File: config.mk
export PLATFORM = sky130hd
export DESIGN_NAME = cwm_mode_ctrl
export DESIGN_NICKNAME = d
export VERILOG_FILES = /design/src/cwm_pkg.sv /design/src/cwm_mode_ctrl.sv
export SDC_FILE = /design/constraint.sdc
export NUM_CORES = 1
export LEC_CHECK = 0
export BUFFER_PORTS_ARGS = -buffer_cell sky130_fd_sc_hd__buf_2
export CAP_MARGIN = 0
export CELL_PAD_IN_SITES_DETAIL_PLACEMENT = 0
export CELL_PAD_IN_SITES_GLOBAL_PLACEMENT = 1
export CORE_MARGIN = 2
export CORE_UTILIZATION = 41
export CTS_CLUSTER_DIAMETER = 120
export DETAILED_ROUTE_END_ITERATION = 8
export GPL_TIMING_DRIVEN = 1
export PLACE_DENSITY = 0.84
export SYNTH_ARGS = -nofsm -noshare
export SYNTH_HDL_FRONTEND = slang
export SYNTH_SLANG_ARGS = --single-unit
File: constraint.sdc
create_clock -name clock -period 2.09 [get_ports clock]
set_input_delay 0.3135 -clock clock [delete_from_list [all_inputs] [get_ports clock]]
set_output_delay 0.3135 -clock clock [all_outputs]
set_load 0.005 [all_outputs]
File: src/cwm_pkg.sv
// constants, types and register map of the wake mode controller
package cwm_pkg;

  // ************************************************
  // timing
  // ************************************************
  localparam int unsigned CLK_PERIOD_PS = 4000;
  localparam int unsigned RESTART_TIME_NS = 40;
  localparam int unsigned RESTART_CYCLES = (RESTART_TIME_NS * 1000)
                                           / CLK_PERIOD_PS;

  // ************************************************
  // register offsets
  // ************************************************
  localparam logic [7:0] OFS_MODE = 8'h00;
  localparam logic [7:0] OFS_DEVCMD = 8'h01;
  localparam logic [7:0] OFS_STATUS = 8'h02;
  localparam logic [7:0] OFS_ERRCNT = 8'h03;
  localparam logic [7:0] OFS_CFG_FIRST = 8'h04;
  localparam logic [7:0] OFS_CFG_LAST = 8'h17;
  localparam logic [7:0] OFS_OSC_HIGH = 8'h18;
  localparam logic [7:0] OFS_OSC_LOW = 8'h19;
  localparam logic [7:0] OFS_TRIM = 8'h1a;
  localparam logic [7:0] OFS_UNLOCK = 8'h1b;
  localparam int unsigned CFG_BYTES = 20;

  // ************************************************
  // field positions and reset values
  // ************************************************
  localparam int unsigned MODE_CFG_VALID = 3;
  localparam int unsigned MODE_SYS_ERR = 4;
  localparam int unsigned MODE_RX_SEL = 5;
  localparam int unsigned MODE_OSC_EN = 6;
  localparam logic [7:0] BIT_TIMING_RST = 8'h33;
  localparam logic [5:0] ERRCNT_OVF = 6'h20;
  localparam logic [1:0] TRIM_KEY = 2'h3;
  localparam logic [7:0] TRIM_RST = 8'h80;

  // ************************************************
  // transceiver mode codes and device commands
  // ************************************************
  localparam logic [2:0] CODE_OFF0 = 3'h0;
  localparam logic [2:0] CODE_WAKE = 3'h1;
  localparam logic [2:0] CODE_RXONLY = 3'h2;
  localparam logic [2:0] CODE_NORMAL = 3'h3;
  localparam logic [2:0] CODE_OFF1 = 3'h4;
  localparam logic [2:0] CODE_SELWAKE = 3'h5;
  localparam logic [1:0] CMD_NORMAL = 2'h0;
  localparam logic [1:0] CMD_STOP = 2'h1;
  localparam logic [1:0] CMD_SLEEP = 2'h2;

  typedef enum logic [2:0] {
    DEV_NORMAL, DEV_STOP, DEV_SLEEP, DEV_RESTART, DEV_FAILSAFE
  } cwm_dev_t;

  typedef enum logic [1:0] {
    XCV_OFF, XCV_WAKE, XCV_RXONLY, XCV_NORMAL
  } cwm_xcvr_t;

  // one-cycle events from the frame decoder and the wake sources, plus the silence level
  typedef struct packed {
    logic frame;
    logic pattern;
    logic err_ovf;
    logic other;
    logic silence;
  } cwm_wake_evt_t;

  // filter and timing setup handed to the frame decoder
  typedef struct packed {
    logic rx_select;
    logic [7:0] bit_timing;
    logic [7:0] clk_recovery;
    logic [7:0] clk_limits;
    logic [31:0] ident;
    logic [31:0] ident_mask;
    logic [7:0] length_code;
    logic [63:0] data_bytes;
  } cwm_filter_cfg_t;

endpackage : cwm_pkg

File: src/cwm_mode_ctrl.sv
// device and transceiver mode control with wake reporting and osc trim
//
// The address-and-strobe port and the placing of the registers were chosen for this implementation.
`timescale 1ns/1ps

// Summary of operation
// - in Sleep the transceiver is only off, wake-capable or selective-wake
// - wake frame in Sleep gives Restart, config_valid cleared, code 101
// - after a wake, Normal needs a write to a non-wake code and back to rearm
// - each entry into Sleep rearms the transceiver automatically
// - Sleep entry: off codes unchanged; 001/010/011 become wake with 001
// - Sleep entry with 1x1/110: selective wake unless error; code 101
// - in and after Restart only off, wake or selective-wake after frame
// - Restart from Normal: 001/010/011 to wake 001, 000 stays off, selective codes 101 + error
// - Sleep wake flags: can wake, pattern and frame flags by cause
// - counter overflow wake sets can wake and error, count reads 100000
// - frame inside silence time sets both flags, else pattern flag stays clear
// - pattern flag may stay clear after silence, e.g. on overflow
// - Fail-Safe entry forces plain wake-capable, selective wake off
// - can wake restarts from Sleep, interrupts in Normal or Stop
// - bit timing register sets quanta per bit and sampling point
// - a config bit picks the receiver path feeding the frame decoder
// - frames match identifier, mask, length code and data registers
// - with measure enabled and transceiver off, pulse width on tx input counted and shown
// - trim writes act only with unlock 11 and measure on; end with 00
// - 3-bit code: off, wake, rx-only, normal, off, sel, rx-sel, norm-sel
// - error bit 0 means selective wake enabled; 1 stops frame detection
module cwm_mode_ctrl
  import cwm_pkg::*;
(
  input wire logic clock,
  input wire logic arst_n,
  input wire logic [7:0] reg_addr,
  input wire logic [7:0] reg_wdata,
  input wire logic reg_wr,
  input wire logic reg_rd,
  output logic [7:0] reg_rdata,
  input wire cwm_wake_evt_t wake_evt,
  input wire logic [5:0] err_count,
  input wire logic restart_req,
  input wire logic fail_safe_req,
  input wire logic can_tx_input,
  output cwm_dev_t dev_mode,
  output cwm_xcvr_t xcvr_mode,
  output logic sel_wake_en,
  output cwm_filter_cfg_t filter_cfg,
  output logic [7:0] osc_trim_value,
  output logic can_wake_irq
);

  // ************************************************
  // state
  // ************************************************
  cwm_dev_t dev_q;
  cwm_xcvr_t xcvr_q;
  logic [2:0] can_mode_bits_q;
  logic config_valid_q, sys_error_q, rx_sel_q, osc_en_q;
  logic sel_wake_q, armed_q, rearm_pend_q;
  logic can_wake_flag_q, wake_pattern_flag_q, wake_frame_flag_q;
  logic [5:0] frame_error_count_q;
  logic [7:0] cfg_q [CFG_BYTES];
  logic [7:0] rst_cnt_q;
  logic [15:0] osc_cnt_q, osc_res_q;
  logic tx_prev_q, irq_q;
  logic [7:0] trim_q, rdata_q;
  logic [1:0] unlock_q;

  // ************************************************
  // decode and events
  // ************************************************
  logic wr_mode, wr_dev, wr_stat, wr_cfg, wr_trim, wr_unlock;
  logic in_norm, sleep_entry, stop_entry, wake_entry, fs_entry;
  logic restart_norm, is_sel_code, code_wk;
  logic sleep_pat, sleep_frame, sleep_ovf, sleep_can, sleep_other;
  logic fs_wake, run_frame, run_pat, run_can, ev_can;
  logic [4:0] cfg_idx;

  assign wr_mode = reg_wr && reg_addr == OFS_MODE;
  assign wr_dev = reg_wr && reg_addr == OFS_DEVCMD;
  assign wr_stat = reg_wr && reg_addr == OFS_STATUS;
  assign wr_cfg = reg_wr && reg_addr >= OFS_CFG_FIRST
                  && reg_addr <= OFS_CFG_LAST;
  assign wr_trim = reg_wr && reg_addr == OFS_TRIM;
  assign wr_unlock = reg_wr && reg_addr == OFS_UNLOCK;
  assign cfg_idx = 5'(reg_addr - OFS_CFG_FIRST);
  assign in_norm = dev_q == DEV_NORMAL;

  // selective codes are 101, 110, 111; 100 is an off code
  assign is_sel_code = can_mode_bits_q[2] && can_mode_bits_q != CODE_OFF1;
  // written code that leaves the transceiver wake capable
  assign code_wk = reg_wdata[2:0] == CODE_WAKE
                   || (reg_wdata[2] && reg_wdata[2:0] != CODE_OFF1);

  // device mode commands are only honoured from Normal, except Stop->Normal
  assign sleep_entry = in_norm && wr_dev && reg_wdata[1:0] == CMD_SLEEP;
  assign stop_entry = in_norm && wr_dev && reg_wdata[1:0] == CMD_STOP;
  assign wake_entry = dev_q == DEV_STOP && wr_dev
                      && reg_wdata[1:0] == CMD_NORMAL;
  assign fs_entry = fail_safe_req && dev_q != DEV_FAILSAFE;
  assign restart_norm = !fail_safe_req && restart_req
                        && (in_norm || dev_q == DEV_STOP);

  // sleep can wakes are only seen by an armed transceiver
  assign sleep_pat = dev_q == DEV_SLEEP && armed_q && xcvr_q == XCV_WAKE
                     && !sel_wake_q && wake_evt.pattern;
  assign sleep_frame = dev_q == DEV_SLEEP && armed_q && sel_wake_q
                       && wake_evt.frame;
  assign sleep_ovf = dev_q == DEV_SLEEP && armed_q && sel_wake_q
                     && !wake_evt.frame && wake_evt.err_ovf;
  assign sleep_can = sleep_pat || sleep_frame || sleep_ovf;
  assign sleep_other = dev_q == DEV_SLEEP && !sleep_can && wake_evt.other;
  assign fs_wake = dev_q == DEV_FAILSAFE
                   && (wake_evt.pattern || wake_evt.other);

  // running modes report can wakes by interrupt and status flags, not by restart
  // a woken transceiver ignores frames until rearmed
  assign run_frame = (in_norm || dev_q == DEV_STOP) && sel_wake_q
                     && armed_q && wake_evt.frame;
  assign run_pat = dev_q == DEV_STOP && xcvr_q == XCV_WAKE && armed_q
                   && wake_evt.pattern;
  assign run_can = run_frame || run_pat;
  assign ev_can = sleep_can || run_can
                  || (dev_q == DEV_FAILSAFE && wake_evt.pattern);

  // ************************************************
  // device mode sequencer
  // ************************************************
  always_ff @(posedge clock or negedge arst_n) begin
    if (!arst_n) begin
      dev_q <= DEV_NORMAL;
      rst_cnt_q <= 8'h00;
    end else begin
      case (dev_q)
        DEV_NORMAL: begin
          if (sleep_entry) begin
            dev_q <= DEV_SLEEP;
          end else if (stop_entry) begin
            dev_q <= DEV_STOP;
          end else if (restart_norm) begin
            dev_q <= DEV_RESTART;
          end
        end
        DEV_STOP: begin
          if (wake_entry) begin
            dev_q <= DEV_NORMAL;
          end else if (restart_norm) begin
            dev_q <= DEV_RESTART;
          end
        end
        DEV_SLEEP: begin
          if (sleep_can || sleep_other) begin
            dev_q <= DEV_RESTART;
          end
        end
        DEV_RESTART: begin
          if (rst_cnt_q == 8'(RESTART_CYCLES - 1)) begin
            dev_q <= DEV_NORMAL;
          end
        end
        DEV_FAILSAFE: begin
          if (fs_wake) begin
            dev_q <= DEV_RESTART;
          end
        end
        default: dev_q <= DEV_NORMAL;
      endcase
      if (fs_entry) begin
        dev_q <= DEV_FAILSAFE;
      end
      // restart length counter, idle outside restart
      rst_cnt_q <= (dev_q == DEV_RESTART) ? 8'(rst_cnt_q + 8'h01) : 8'h00;
    end
  end

  // ************************************************
  // transceiver mode, code bits and error bit
  // ************************************************
  always_ff @(posedge clock or negedge arst_n) begin
    if (!arst_n) begin
      can_mode_bits_q <= CODE_OFF0;
      config_valid_q <= 1'b0;
      sys_error_q <= 1'b0;
      rx_sel_q <= 1'b0;
      osc_en_q <= 1'b0;
      xcvr_q <= XCV_OFF;
      sel_wake_q <= 1'b0;
      armed_q <= 1'b1;
      rearm_pend_q <= 1'b0;
    end else if (fs_entry) begin
      xcvr_q <= XCV_WAKE;
      sel_wake_q <= 1'b0;
    end else if (sleep_entry) begin
      armed_q <= 1'b1;
      rearm_pend_q <= 1'b0;
      if (can_mode_bits_q == CODE_OFF0 || can_mode_bits_q == CODE_OFF1) begin
        xcvr_q <= XCV_OFF;
        sel_wake_q <= 1'b0;
      end else if (!can_mode_bits_q[2]) begin
        xcvr_q <= XCV_WAKE;
        sel_wake_q <= 1'b0;
        can_mode_bits_q <= CODE_WAKE;
      end else begin
        // failed config check falls back to plain wake
        xcvr_q <= XCV_WAKE;
        sel_wake_q <= !sys_error_q && config_valid_q;
        sys_error_q <= sys_error_q || !config_valid_q;
        can_mode_bits_q <= CODE_SELWAKE;
      end
    end else if (restart_norm) begin
      sel_wake_q <= 1'b0;
      if (can_mode_bits_q == CODE_OFF0 || can_mode_bits_q == CODE_OFF1) begin
        xcvr_q <= XCV_OFF;
      end else if (!can_mode_bits_q[2]) begin
        xcvr_q <= XCV_WAKE;
        can_mode_bits_q <= CODE_WAKE;
      end else begin
        xcvr_q <= XCV_WAKE;
        can_mode_bits_q <= CODE_SELWAKE;
        sys_error_q <= 1'b1;
      end
    end else if (sleep_can || run_can) begin
      // a woken transceiver stays put until rearmed
      armed_q <= 1'b0;
      if (sleep_frame) begin
        config_valid_q <= 1'b0;
      end
      if (sleep_ovf) begin
        sys_error_q <= 1'b1;
      end
    end else if (in_norm && wr_mode) begin
      can_mode_bits_q <= reg_wdata[2:0];
      config_valid_q <= reg_wdata[MODE_CFG_VALID];
      sys_error_q <= reg_wdata[MODE_SYS_ERR];
      rx_sel_q <= reg_wdata[MODE_RX_SEL];
      osc_en_q <= reg_wdata[MODE_OSC_EN];
      if (!code_wk) begin
        rearm_pend_q <= 1'b1;
      end else if (rearm_pend_q) begin
        armed_q <= 1'b1;
        rearm_pend_q <= 1'b0;
      end
    end else if (in_norm && wr_cfg) begin
      // changed filter data invalidates the config check
      config_valid_q <= 1'b0;
    end else if (in_norm || dev_q == DEV_STOP) begin
      // running modes follow the programmed code directly
      case (can_mode_bits_q[1:0])
        2'h1: xcvr_q <= XCV_WAKE;
        2'h2: xcvr_q <= XCV_RXONLY;
        2'h3: xcvr_q <= XCV_NORMAL;
        default: xcvr_q <= XCV_OFF;
      endcase
      sel_wake_q <= is_sel_code && !sys_error_q;
    end
  end

  // ************************************************
  // wake flags, error count and interrupt
  // ************************************************
  // software clears by writing ones; a same-cycle set wins
  always_ff @(posedge clock or negedge arst_n) begin
    if (!arst_n) begin
      can_wake_flag_q <= 1'b0;
      wake_pattern_flag_q <= 1'b0;
      wake_frame_flag_q <= 1'b0;
      frame_error_count_q <= 6'h00;
      irq_q <= 1'b0;
    end else begin
      can_wake_flag_q <= ev_can
                         || (can_wake_flag_q && !(wr_stat && reg_wdata[0]));
      // a frame inside the silence time also sets the pattern flag
      wake_pattern_flag_q <= sleep_pat || run_pat
        || ((sleep_frame || run_frame) && wake_evt.silence)
        || (wake_pattern_flag_q && !(wr_stat && reg_wdata[1]));
      // overflow wake sets no pattern flag by itself
      wake_frame_flag_q <= sleep_frame || run_frame
        || (wake_frame_flag_q && !(wr_stat && reg_wdata[2]));
      // count frozen while a wake is reported
      if (sleep_ovf) begin
        frame_error_count_q <= ERRCNT_OVF;
      end else if (!can_wake_flag_q) begin
        frame_error_count_q <= err_count;
      end
      irq_q <= run_can;
    end
  end

  // ************************************************
  // wake filter configuration bytes
  // ************************************************
  // writes only in Normal so the decoder never sees a half update
  for (genvar i = 0; i < CFG_BYTES; i++) begin : g_cfg
    always_ff @(posedge clock or negedge arst_n) begin
      if (!arst_n) begin
        cfg_q[i] <= (i == 0) ? BIT_TIMING_RST : 8'h00;
      end else if (in_norm && wr_cfg && cfg_idx == 5'(i)) begin
        cfg_q[i] <= reg_wdata;
      end
    end
  end

  // ************************************************
  // oscillator measurement and trim
  // ************************************************
  always_ff @(posedge clock or negedge arst_n) begin
    if (!arst_n) begin
      tx_prev_q <= 1'b0;
      osc_cnt_q <= 16'h0000;
      osc_res_q <= 16'h0000;
    end else begin
      tx_prev_q <= can_tx_input;
      if (osc_en_q && xcvr_q == XCV_OFF) begin
        if (can_tx_input && !tx_prev_q) begin
          osc_cnt_q <= 16'h0001;
        end else if (can_tx_input && osc_cnt_q != 16'hffff) begin
          osc_cnt_q <= 16'(osc_cnt_q + 16'h0001);
        end else if (!can_tx_input && tx_prev_q) begin
          osc_res_q <= osc_cnt_q;
        end
      end
    end
  end

  // trim register sits behind the two-bit unlock key
  always_ff @(posedge clock or negedge arst_n) begin
    if (!arst_n) begin
      unlock_q <= 2'h0;
      trim_q <= TRIM_RST;
    end else begin
      if (wr_unlock) begin
        unlock_q <= reg_wdata[1:0];
      end
      if (wr_trim && unlock_q == TRIM_KEY && osc_en_q) begin
        trim_q <= reg_wdata;
      end
    end
  end

  // ************************************************
  // register read port
  // ************************************************
  always_ff @(posedge clock or negedge arst_n) begin
    if (!arst_n) begin
      rdata_q <= 8'h00;
    end else if (reg_rd) begin
      if (wr_cfg || (reg_addr >= OFS_CFG_FIRST
                     && reg_addr <= OFS_CFG_LAST)) begin
        rdata_q <= cfg_q[cfg_idx];
      end else begin
        case (reg_addr)
          OFS_MODE: rdata_q <= {1'b0, osc_en_q, rx_sel_q, sys_error_q,
                                config_valid_q, can_mode_bits_q};
          OFS_DEVCMD: rdata_q <= {3'h0, armed_q, sel_wake_q, 3'(dev_q)};
          OFS_STATUS: rdata_q <= {3'h0, 2'(xcvr_q), wake_frame_flag_q,
                                  wake_pattern_flag_q, can_wake_flag_q};
          OFS_ERRCNT: rdata_q <= {2'h0, frame_error_count_q};
          OFS_OSC_HIGH: rdata_q <= osc_res_q[15:8];
          OFS_OSC_LOW: rdata_q <= osc_res_q[7:0];
          OFS_TRIM: rdata_q <= trim_q;
          OFS_UNLOCK: rdata_q <= {6'h00, unlock_q};
          default: rdata_q <= 8'h00;
        endcase
      end
    end else begin
      rdata_q <= 8'h00;
    end
  end

  // ************************************************
  // outputs
  // ************************************************
  assign reg_rdata = rdata_q;
  assign dev_mode = dev_q;
  assign xcvr_mode = xcvr_q;
  assign sel_wake_en = sel_wake_q && armed_q;
  assign osc_trim_value = trim_q;
  assign can_wake_irq = irq_q;
  // decoder setup; bit timing holds quanta and sampling point
  assign filter_cfg = {rx_sel_q, cfg_q[0], cfg_q[1], cfg_q[2],
                       cfg_q[3], cfg_q[4], cfg_q[5], cfg_q[6],
                       cfg_q[7], cfg_q[8], cfg_q[9], cfg_q[10],
                       cfg_q[11], cfg_q[12], cfg_q[13], cfg_q[14],
                       cfg_q[15], cfg_q[16], cfg_q[17], cfg_q[18],
                       cfg_q[19]};

  // ************************************************
  // checks
  // ************************************************
  chk_sleep_xcvr_legal: assert property (
    @(posedge clock) disable iff (!arst_n)
    dev_q == DEV_SLEEP |-> xcvr_q == XCV_OFF || xcvr_q == XCV_WAKE)
    else $error("active transceiver mode during sleep");

  chk_sleep_map_low: assert property (
    @(posedge clock) disable iff (!arst_n)
    sleep_entry && !fail_safe_req && !can_mode_bits_q[2]
    && can_mode_bits_q != CODE_OFF0
    |=> can_mode_bits_q == CODE_WAKE && xcvr_q == XCV_WAKE && !sel_wake_en)
    else $error("low code not mapped to wake on sleep");

  chk_sleep_map_sel: assert property (
    @(posedge clock) disable iff (!arst_n)
    sleep_entry && !fail_safe_req && is_sel_code && !sys_error_q
    && config_valid_q |=> sel_wake_en && can_mode_bits_q == CODE_SELWAKE)
    else $error("selective code not mapped on sleep");

  chk_restart_normal: assert property (
    @(posedge clock) disable iff (!arst_n)
    restart_norm && !fs_entry && !sleep_entry && is_sel_code |=> sys_error_q
    && can_mode_bits_q == CODE_SELWAKE && !sel_wake_en && xcvr_q == XCV_WAKE)
    else $error("restart from normal mapping wrong");

  chk_frame_wake: assert property (
    @(posedge clock) disable iff (!arst_n)
    sleep_frame && !fail_safe_req |=> dev_q == DEV_RESTART && !config_valid_q
    && wake_frame_flag_q && can_wake_flag_q
    && sys_error_q == $past(sys_error_q))
    else $error("wake frame handling wrong");

  chk_ovf_count: assert property (
    @(posedge clock) disable iff (!arst_n)
    sleep_ovf && !fail_safe_req |=> frame_error_count_q == ERRCNT_OVF
    && sys_error_q && can_wake_flag_q ##1 frame_error_count_q == ERRCNT_OVF)
    else $error("overflow wake not reported");

  chk_failsafe_wake: assert property (
    @(posedge clock) disable iff (!arst_n)
    fs_entry |=> dev_q == DEV_FAILSAFE && xcvr_q == XCV_WAKE && !sel_wake_en)
    else $error("fail-safe entry did not force wake mode");

  chk_trim_locked: assert property (
    @(posedge clock) disable iff (!arst_n)
    wr_trim && !(unlock_q == TRIM_KEY && osc_en_q) |=> $stable(trim_q))
    else $error("trim changed while locked");

  chk_sleep_rearm: assert property (
    @(posedge clock) disable iff (!arst_n)
    sleep_entry && !fail_safe_req |=> armed_q && dev_q == DEV_SLEEP)
    else $error("sleep entry did not rearm");

  chk_run_irq: assert property (
    @(posedge clock) disable iff (!arst_n)
    run_can |=> can_wake_irq && can_wake_flag_q
    ##1 !can_wake_irq || $past(run_can))
    else $error("can wake interrupt missing");

endmodule : cwm_mode_ctrl

Yosys cells after proc, flatten, opt, wreduce, memory -nomap -nowiden. Cells that the tools add are included.

Register bits after elaboration: 244. Latch bits: 0. RAM bits: 0. Bits in read-only memories: 0. Input port bits: 34. Output and inout bits: 184. Logic and storage cells: 311. Memories: 0.

$add $sub $neg: 3. $mul: 0. Div/mod/pow operators: 0. Magnitude comparators: 3. Equal/unequal tests: 60. Shift operators: 0. Mux-type cells: 68. Bitwise operators: 7. Reductions and logical operators: 128.

Operators with widths (number): $logic_and A1 B1 Y1 (74); $pmux W8 S8 (1); $mux W3 (14); $bmux W8 S5 (1); $eq A5 B4 Y1 const B (8); $mux W8 (5); $mux W1 (34); $eq A8 B5 Y1 const B (4); $mux W16 (2); $eq A5 B3 Y1 const B (4); $eq A5 B5 Y1 const B (4); $logic_or A1 B1 Y1 (18); $ne A3 B3 Y1 const B (6); $add A16 B1 Y16 const B (1); $eq A8 B2 Y1 const B (2); $ne A16 B16 Y1 const B (1); $ne A4 B4 Y1 const B (4); $pmux W3 S5 (1); $reduce_and A5 Y1 (3); $reduce_bool A3 Y1 (5); $mux W2 (7); $ne A2 B2 Y1 const B (7); $mux W6 (2); $reduce_and A4 Y1 (3); 29 further kinds (58).

Depth between registers and ports, before layout.
Depth after elaboration: 14. Depth in mapped cells: 10. Depth with buffers taken out: 7.

Worst setup path before layout. OpenSTA, ideal clock, no wires.

Kind: in2reg. Start: input reg_addr[2]. End: register rdata_q[6], in the netlist reg_rdata[6]. Setup time: 0.104 ns. Data arrival time: 2.310 ns. Data required time: 1.986 ns. Slack: -0.324 ns. Stages on the path: 10. Buffers on the path: 3. Cell sequence: clkinv_1 > ha_1 > clkbuf_1 > and2_1 > clkbuf_1 > and2_1 > clkbuf_1 > a22o_1 > a311oi_1 > a221oi_1.

Longest elaborated chain between the ends: 7. Elaborated cells on any way between the ends: 22. Classes of those cells: 1 x add/sub; 2 x order compare; 7 x eq/ne; 6 x mux; 1 x bitwise; 5 x reduce/logical.

Ends and longest elaborated chain: start, declared (RTL line cwm_mode_ctrl.sv:33) `input wire logic [7:0] reg_addr,`; $sub A5 B3 Y5 (RTL line cwm_mode_ctrl.sv:85) `assign cfg_idx = 5'(reg_addr - OFS_CFG_FIRST);`; $not A5 Y6 (implied by the code) (RTL line cwm_mode_ctrl.sv:348) `rdata_q <= cfg_q[cfg_idx];`; $bmux W8 S5 (RTL line cwm_mode_ctrl.sv:348); $mux W8 (implied by the code) (2 in series) (RTL line cwm_mode_ctrl.sv:348); $mux W8 * (RTL line cwm_mode_ctrl.sv:346) `if (wr_cfg || (reg_addr >= OFS_CFG_FIRST`; $mux W8 * (RTL line cwm_mode_ctrl.sv:345) `end else if (reg_rd) begin`; end signal, assigned (RTL line cwm_mode_ctrl.sv:348); end signal, assigned (RTL line cwm_mode_ctrl.sv:351) `OFS_MODE: rdata_q <= {1'b0, osc_en_q, rx_sel_q, sys_error_q,`; end signal, assigned (RTL line cwm_mode_ctrl.sv:353) `OFS_DEVCMD: rdata_q <= {3'h0, armed_q, sel_wake_q, 3'(dev_q)};`; end, declared (RTL line cwm_mode_ctrl.sv:65) `logic [7:0] trim_q, rdata_q;`.

Every way passes the cells marked *; elsewhere a longest branch is shown, timed or not. The select of a mux whose other input is x is not followed. A chain may end at the register's enable or synchronous reset.

Worst setup path after layout.
Start: register dev_q[1], in the netlist dev_mode[1]. End: register can_mode_bits_q[2].

Longest elaborated chain between the ends: 10. Elaborated cells on any way between the ends: 34. Classes of those cells: 4 x eq/ne; 2 x mux; 1 x bitwise; 27 x reduce/logical.

Ends and longest elaborated chain: start, declared (RTL line cwm_mode_ctrl.sv:54) `cwm_dev_t dev_q;`; start signal, assigned (RTL line cwm_mode_ctrl.sv:130) `dev_q <= DEV_NORMAL;`; start signal, assigned (RTL line cwm_mode_ctrl.sv:136) `dev_q <= DEV_SLEEP;`; start signal, assigned (RTL line cwm_mode_ctrl.sv:138) `dev_q <= DEV_STOP;`; $eq A3 B2 Y1 (RTL line cwm_mode_ctrl.sv:104, cwm_mode_ctrl.sv:106, cwm_mode_ctrl.sv:108); $logic_and A1 B1 Y1 (RTL line cwm_mode_ctrl.sv:104, cwm_mode_ctrl.sv:106, cwm_mode_ctrl.sv:108); $logic_and A1 B1 Y1 (RTL line cwm_mode_ctrl.sv:104) `assign sleep_pat = dev_q == DEV_SLEEP && armed_q && xcvr_q == XCV_WAKE`; $logic_and A1 B1 Y1 (2 in series) (RTL line cwm_mode_ctrl.sv:105) `&& !sel_wake_q && wake_evt.pattern;`; $logic_or A1 B1 Y1 (2 in series) (RTL line cwm_mode_ctrl.sv:110) `assign sleep_can = sleep_pat || sleep_frame || sleep_ovf;`; $logic_or A1 B1 Y1 (RTL line cwm_mode_ctrl.sv:221) `end else if (sleep_can || run_can) begin`; $ne A3 B3 Y1 (no source line); $reduce_and A3 Y1 (no source line); end signal, assigned (RTL line cwm_mode_ctrl.sv:231) `can_mode_bits_q <= reg_wdata[2:0];`; end, declared (RTL line cwm_mode_ctrl.sv:56) `logic [2:0] can_mode_bits_q;`.

Parallel ways exist; a longest one is shown, timed or not.

==> results.md <==
Pwr:
- The clock share of power is 42.4%.
- Internal power comes to between 8 and 9 mW.
- The power density over the cells is around 740 nW/um^2.
- The portion of total power attributed to combinational logic is around 15%.
- The net switching power of the design is around 3.1 mW.
- The part of the total power dissipated in sequential elements is a little over two fifths.
- The switching portion of total power is 25.9%.
- In this run the static leakage power is roughly 8.3 nW.
- Across the VDD grid, the largest voltage drop is a little over 0.7 mV.

Global route:
- The total global-route track usage is roughly a quarter.
- The via count of the first global-routing pass is a little under 10,000.
- Entering global routing, the biggest net connects between 60 and 70 pins.
- The number of antenna violations at the first check in global routing came to 1.
- The first global-routing pass estimated ~59,000 um of wire.
- The remaining global-route overflow is 0.

Clock network:
- No sink is reached through more buffers than the 3 on the longest clock path.
- The clock-pin transition on the worst setup and hold timing paths is approximately 60 ps.
- The clock latency of the later-clocked register in the worst-skew pair is 550 ps.
- The cell sitting at the root of the clock tree is a sky130_fd_sc_hd__clkbuf_16.
- The clock net in this run drives a total of between 200 and 250 sinks.
- The number of buffers inserted during clock tree synthesis is 28.
- The clock tree from TritonCTS is built.
- CTS built an H-tree with a depth of 1.

Die:
- The effective utilization at floorplan is 41.8%.
- The horizontal die dimension is between 150 and 200 um.
- After floorplanning, the core was sized to cover approximately 29,000 sq um.
- The number of I/O pins is around 220.
- The die is roughly 180 um tall.
- The number of rows in the core area is between 60 and 70.
- The floorplan step defined a die boundary enclosing around 31,000 sq um.

STA:
- For this run, the top clock speed supported by timing is between 400 and 500 MHz.
- The worst pin sits at a relative slew slack of slightly above 60%.
- The final-layout setup total negative slack is -1090 ps.
- The count of endpoints failing hold in the final timing report is 0.
- For the finished layout, the period the worst path requires is 2190 ps.
- The final-report max-slew violation count is 0.
- The fraction of the cycle the final worst path needs is 105%.
- The worst clock skew on the final layout is between 20 and 25 ps.
- The setup-violating endpoint count in the final report is 29.
- On the final layout, the worst hold slack is 21.7 ps.
- Across all setup checks in the final design, the least slack found is -96.7 ps.
- The slew at the pin closest to its max-slew limit is 592 ps.
- Setup repair after global routing could not meet its margin everywhere.

Detailed routing:
- The first detailed-routing pass took 5 iterations.
- For this block, the routed nets add up to 38,800 um of wire.
- The iteration-0 DRC count of the detailed router is about 700.
- For this run, design rule violations remaining after detail routing come to 0.
- The final route contains about 9,400 vias.
- Once detail routing completed, the nets flagged for antenna violations numbered 0.
- The number of vias per cell is 5.71.
- The detailed-route wire length per cell is roughly 24 um.

Layout:
- The area growth from synthesis to layout is 34.5%.
- The number of nets in the layout is about 1,300.
- The fill cell instance count of the final layout is 2,375.
- The repair_antennas step left the layout with diodes totalling 0.
- Leaving out filler cells and counting taps, the final layout contains between 1,500 and 2,000.
- The post-route netlist has between 50% and 60% of its cells at a drive strength greater than 1.
- The end-of-flow core utilization is 56.2%.
- In the final layout, flip-flops and latches occupy about 6100 sq um.
- Summing all multi-input logic gate instances after layout gives 6130 sq um.

Run status:
- The flow ran to the end, but the final reports show violations.
- The final reports fail on setup timing.

Hold path:
- The class of the worst hold path is in2reg.

Logic synthesis:
- The cell count after synthesis is between 900 and 1,000.
- The synthesized design contains 0 enable-type register cells.
- The number of different library cells used by synthesis comes to 71.
- Synthesis produced a netlist with a net count of ~950.
- The synthesis-stage register bit count is around 240.
- For this run, the leading register cell type out of synthesis is sky130_fd_sc_hd__dfrtp_1.
- In the synthesized netlist the async set-or-reset flop fraction comes to between 90% and 100%.
- The warning count from the yosys run is 0.
- After synthesis the cells add up to around 12,000 sq um.
- The share of the Yosys chip area taken by registers is approximately half.
- In this run the mean area of a mapped cell was between 10 and 15 sq um.

Placement:
- At the placement stage, the worst setup path has a slack of -309 ps.
- The detailed placement HPWL is around 28,000 um.
- The number of input and output port buffers inserted is approximately 220.
- The post-placement cell count is between 1,500 and 2,000.
- The congestion estimate from routability-driven global placement came to 0.917.

Critical path:
- The worst path arrival time is 2610 ps.
- The element type at the critical path end is a register.
- The critical path startpoint category is a register.
- The required time of the critical path is 2510 ps.
- The maximum fanout count along the critical path is 4.
- The critical path class is reg2reg.

Flow run:
- Across the run, the number of max-cap violations was 0.
==> final timing paths <==
path                                           from                            endpoint  slack [ps]  depth (start not counted)
min in group asynchronous                    arst_n              rst_cnt_q[0]$_DFF_PN0_         350                          2
max in group asynchronous                    arst_n          filter_cfg[88]$_DFFE_PN0P_        1020                          3
max                         dev_mode[1]$_DFFE_PN0P_      can_mode_bits_q[2]$_DFFE_PN0P_        -100                          5
min reg2reg                osc_res_q[5]$_DFFE_PN0P_            osc_res_q[5]$_DFFE_PN0P_         480                          2
min                                    err_count[5]  frame_error_count_q[5]$_DFFE_PN0P_          20                          3
max reg2reg                 dev_mode[1]$_DFFE_PN0P_      can_mode_bits_q[2]$_DFFE_PN0P_        -100                          5
==> power by group through the flow <==
stage | logic, mW | clock network [mW] | registers (mW)
after CTS | 1.69 | 5.15 | 5.13
after global placement | 1.62 | 0 | 5.20
after floorplan | 0.849 | 0 | 5.15
after detailed placement | 1.65 | 0 | 5.21
after global routing | 1.94 | 5.36 | 5.15
final | 1.78 | 5.09 | 5.14
==> registers in the layout (all words and copies together) (netlist names), 2 cells and up <==
signal and cells:
osc_cnt_q 16, unlock_q 2, rst_cnt_q 8, can_mode_bits_q 3, osc_trim_value 8, filter_cfg 160, xcvr_mode 2, osc_res_q 16
dev_mode 3, frame_error_count_q 6, reg_rdata 8
==> synthesized netlist by cell type (all sizes together), types with 4 or more instances <==
cell type | instances | area [sq um]
and3 | 11 | 68.8
nand4 | 9 | 56.3
a2111oi | 4 | 53.8
inv | 9 | 33.8
a32o | 5 | 50.1
or2 | 5 | 31.3
nand2 | 40 | 160
ha | 8 | 100
nand2b | 7 | 43.8
xor2 | 6 | 52.6
o21ai | 25 | 125
dfstp | 6 | 158
or3 | 9 | 56.3
xnor2 | 8 | 70.1
nor2b | 4 | 25.0
mux2i | 14 | 140
mux4 | 47 | 1060
a211oi | 10 | 80.1
mux2 | 195 | 2210
a221oi | 11 | 96.3
a21oi | 25 | 125
nor3 | 15 | 96.4
nand4b | 4 | 35.0
nand3 | 33 | 205
nor2 | 38 | 143
clkbuf | 42 | 158
buf | 22 | 125
dfrtp | 238 | 5960
a22o | 5 | 43.8
and4 | 4 | 35.0
and2 | 8 | 50.1
==> cell type report <==
| cell class | count | share of cell area (%) |
|---|---|---|
| inverters | 10 | 0.364 |
| flip-flops and latches | 244 | 37.8 |
| repair buffers | 366 | 14.9 |
| clock buffers | 43 | 5.36 |
| multi-input cells | 595 | 37.9 |
| well taps | 384 | 2.97 |
| clock inverters | 9 | 0.696 |
==> logic make-up (layout without fill, tap and decap cells) <==
kind of cell	count (synthesis)	count (layout)	share of synthesized area, %
multiplexers	256	256	28.3
flip-flops	244	244	50.8
AND/OR/NAND/NOR	199	199	9.28
AO/OA/AOI/OAI	117	118	7.02
buffers and inverters	74	428	2.66
XOR/XNOR	14	14	1.02
adder cells (fa/ha/maj)	8	8	0.833
==> placed cells by master (no fill, tap or decap), types with 6 or more instances in the layout <==
| cell type | count |
|---|---|
| sky130_fd_sc_hd__nand3_4 | 11 |
| sky130_fd_sc_hd__mux2i_1 | 14 |
| sky130_fd_sc_hd__buf_12 | 11 |
| sky130_fd_sc_hd__buf_2 | 215 |
| sky130_fd_sc_hd__nand3_1 | 21 |
| sky130_fd_sc_hd__o21ai_0 | 24 |
| sky130_fd_sc_hd__inv_1 | 8 |
| sky130_fd_sc_hd__a221oi_1 | 11 |
| sky130_fd_sc_hd__mux2_2 | 137 |
| sky130_fd_sc_hd__or3_1 | 7 |
| sky130_fd_sc_hd__nor2_1 | 37 |
| sky130_fd_sc_hd__nand4_1 | 9 |
| sky130_fd_sc_hd__nand2b_1 | 6 |
| sky130_fd_sc_hd__a211oi_1 | 7 |
| sky130_fd_sc_hd__xnor2_1 | 8 |
| sky130_fd_sc_hd__xor2_1 | 6 |
| sky130_fd_sc_hd__and3_1 | 9 |
| sky130_fd_sc_hd__nand2_1 | 34 |
| sky130_fd_sc_hd__dfrtp_1 | 238 |
| sky130_fd_sc_hd__buf_6 | 7 |
| sky130_fd_sc_hd__dfstp_2 | 6 |
| sky130_fd_sc_hd__nor3_1 | 11 |
| sky130_fd_sc_hd__mux2_4 | 58 |
| sky130_fd_sc_hd__mux4_2 | 47 |
| sky130_fd_sc_hd__ha_1 | 6 |
| sky130_fd_sc_hd__buf_4 | 128 |
| sky130_fd_sc_hd__clkbuf_8 | 11 |
| sky130_fd_sc_hd__a21oi_1 | 22 |
| sky130_fd_sc_hd__clkbuf_16 | 29 |
==> metrics by stage <==
step                      power [mW]  area (sq um)
after CTS                       12.0         16000
after global routing            12.5         16200
final                           12.0         16200
after floorplan                 6.00         12500
after detailed placement        6.86         14900
after global placement          6.83         14900
==> timing repair <==
action,4_1_cts,5_1_grt
setup endpoints to repair,71,106
hold endpoints to repair,54,0
pin swaps,7,14
gates resized for setup,14,32
buffers inserted,1,4
cloned,0,2
hold buffers,2,0
==> layer usage <==
layer  part of all wire [%]  up-vias  GRT usage (%)
li1                       -     4111              -
met1                     42     4850           35.0
met2                     49      394           41.1
met3                    6.3       70           3.72
met4                    3.2        2           8.16
met5                  0.028        -              0
==> critical path: stages, from the launching register on <==
cell                      delay (ps)
sky130_fd_sc_hd__dfrtp_1         390
sky130_fd_sc_hd__or4b_4          560
sky130_fd_sc_hd__or4_4           450
sky130_fd_sc_hd__nor3_4          150
sky130_fd_sc_hd__and2_4          210
sky130_fd_sc_hd__mux2_4          300
No activity file was read; power rests on OpenSTA's default activity.
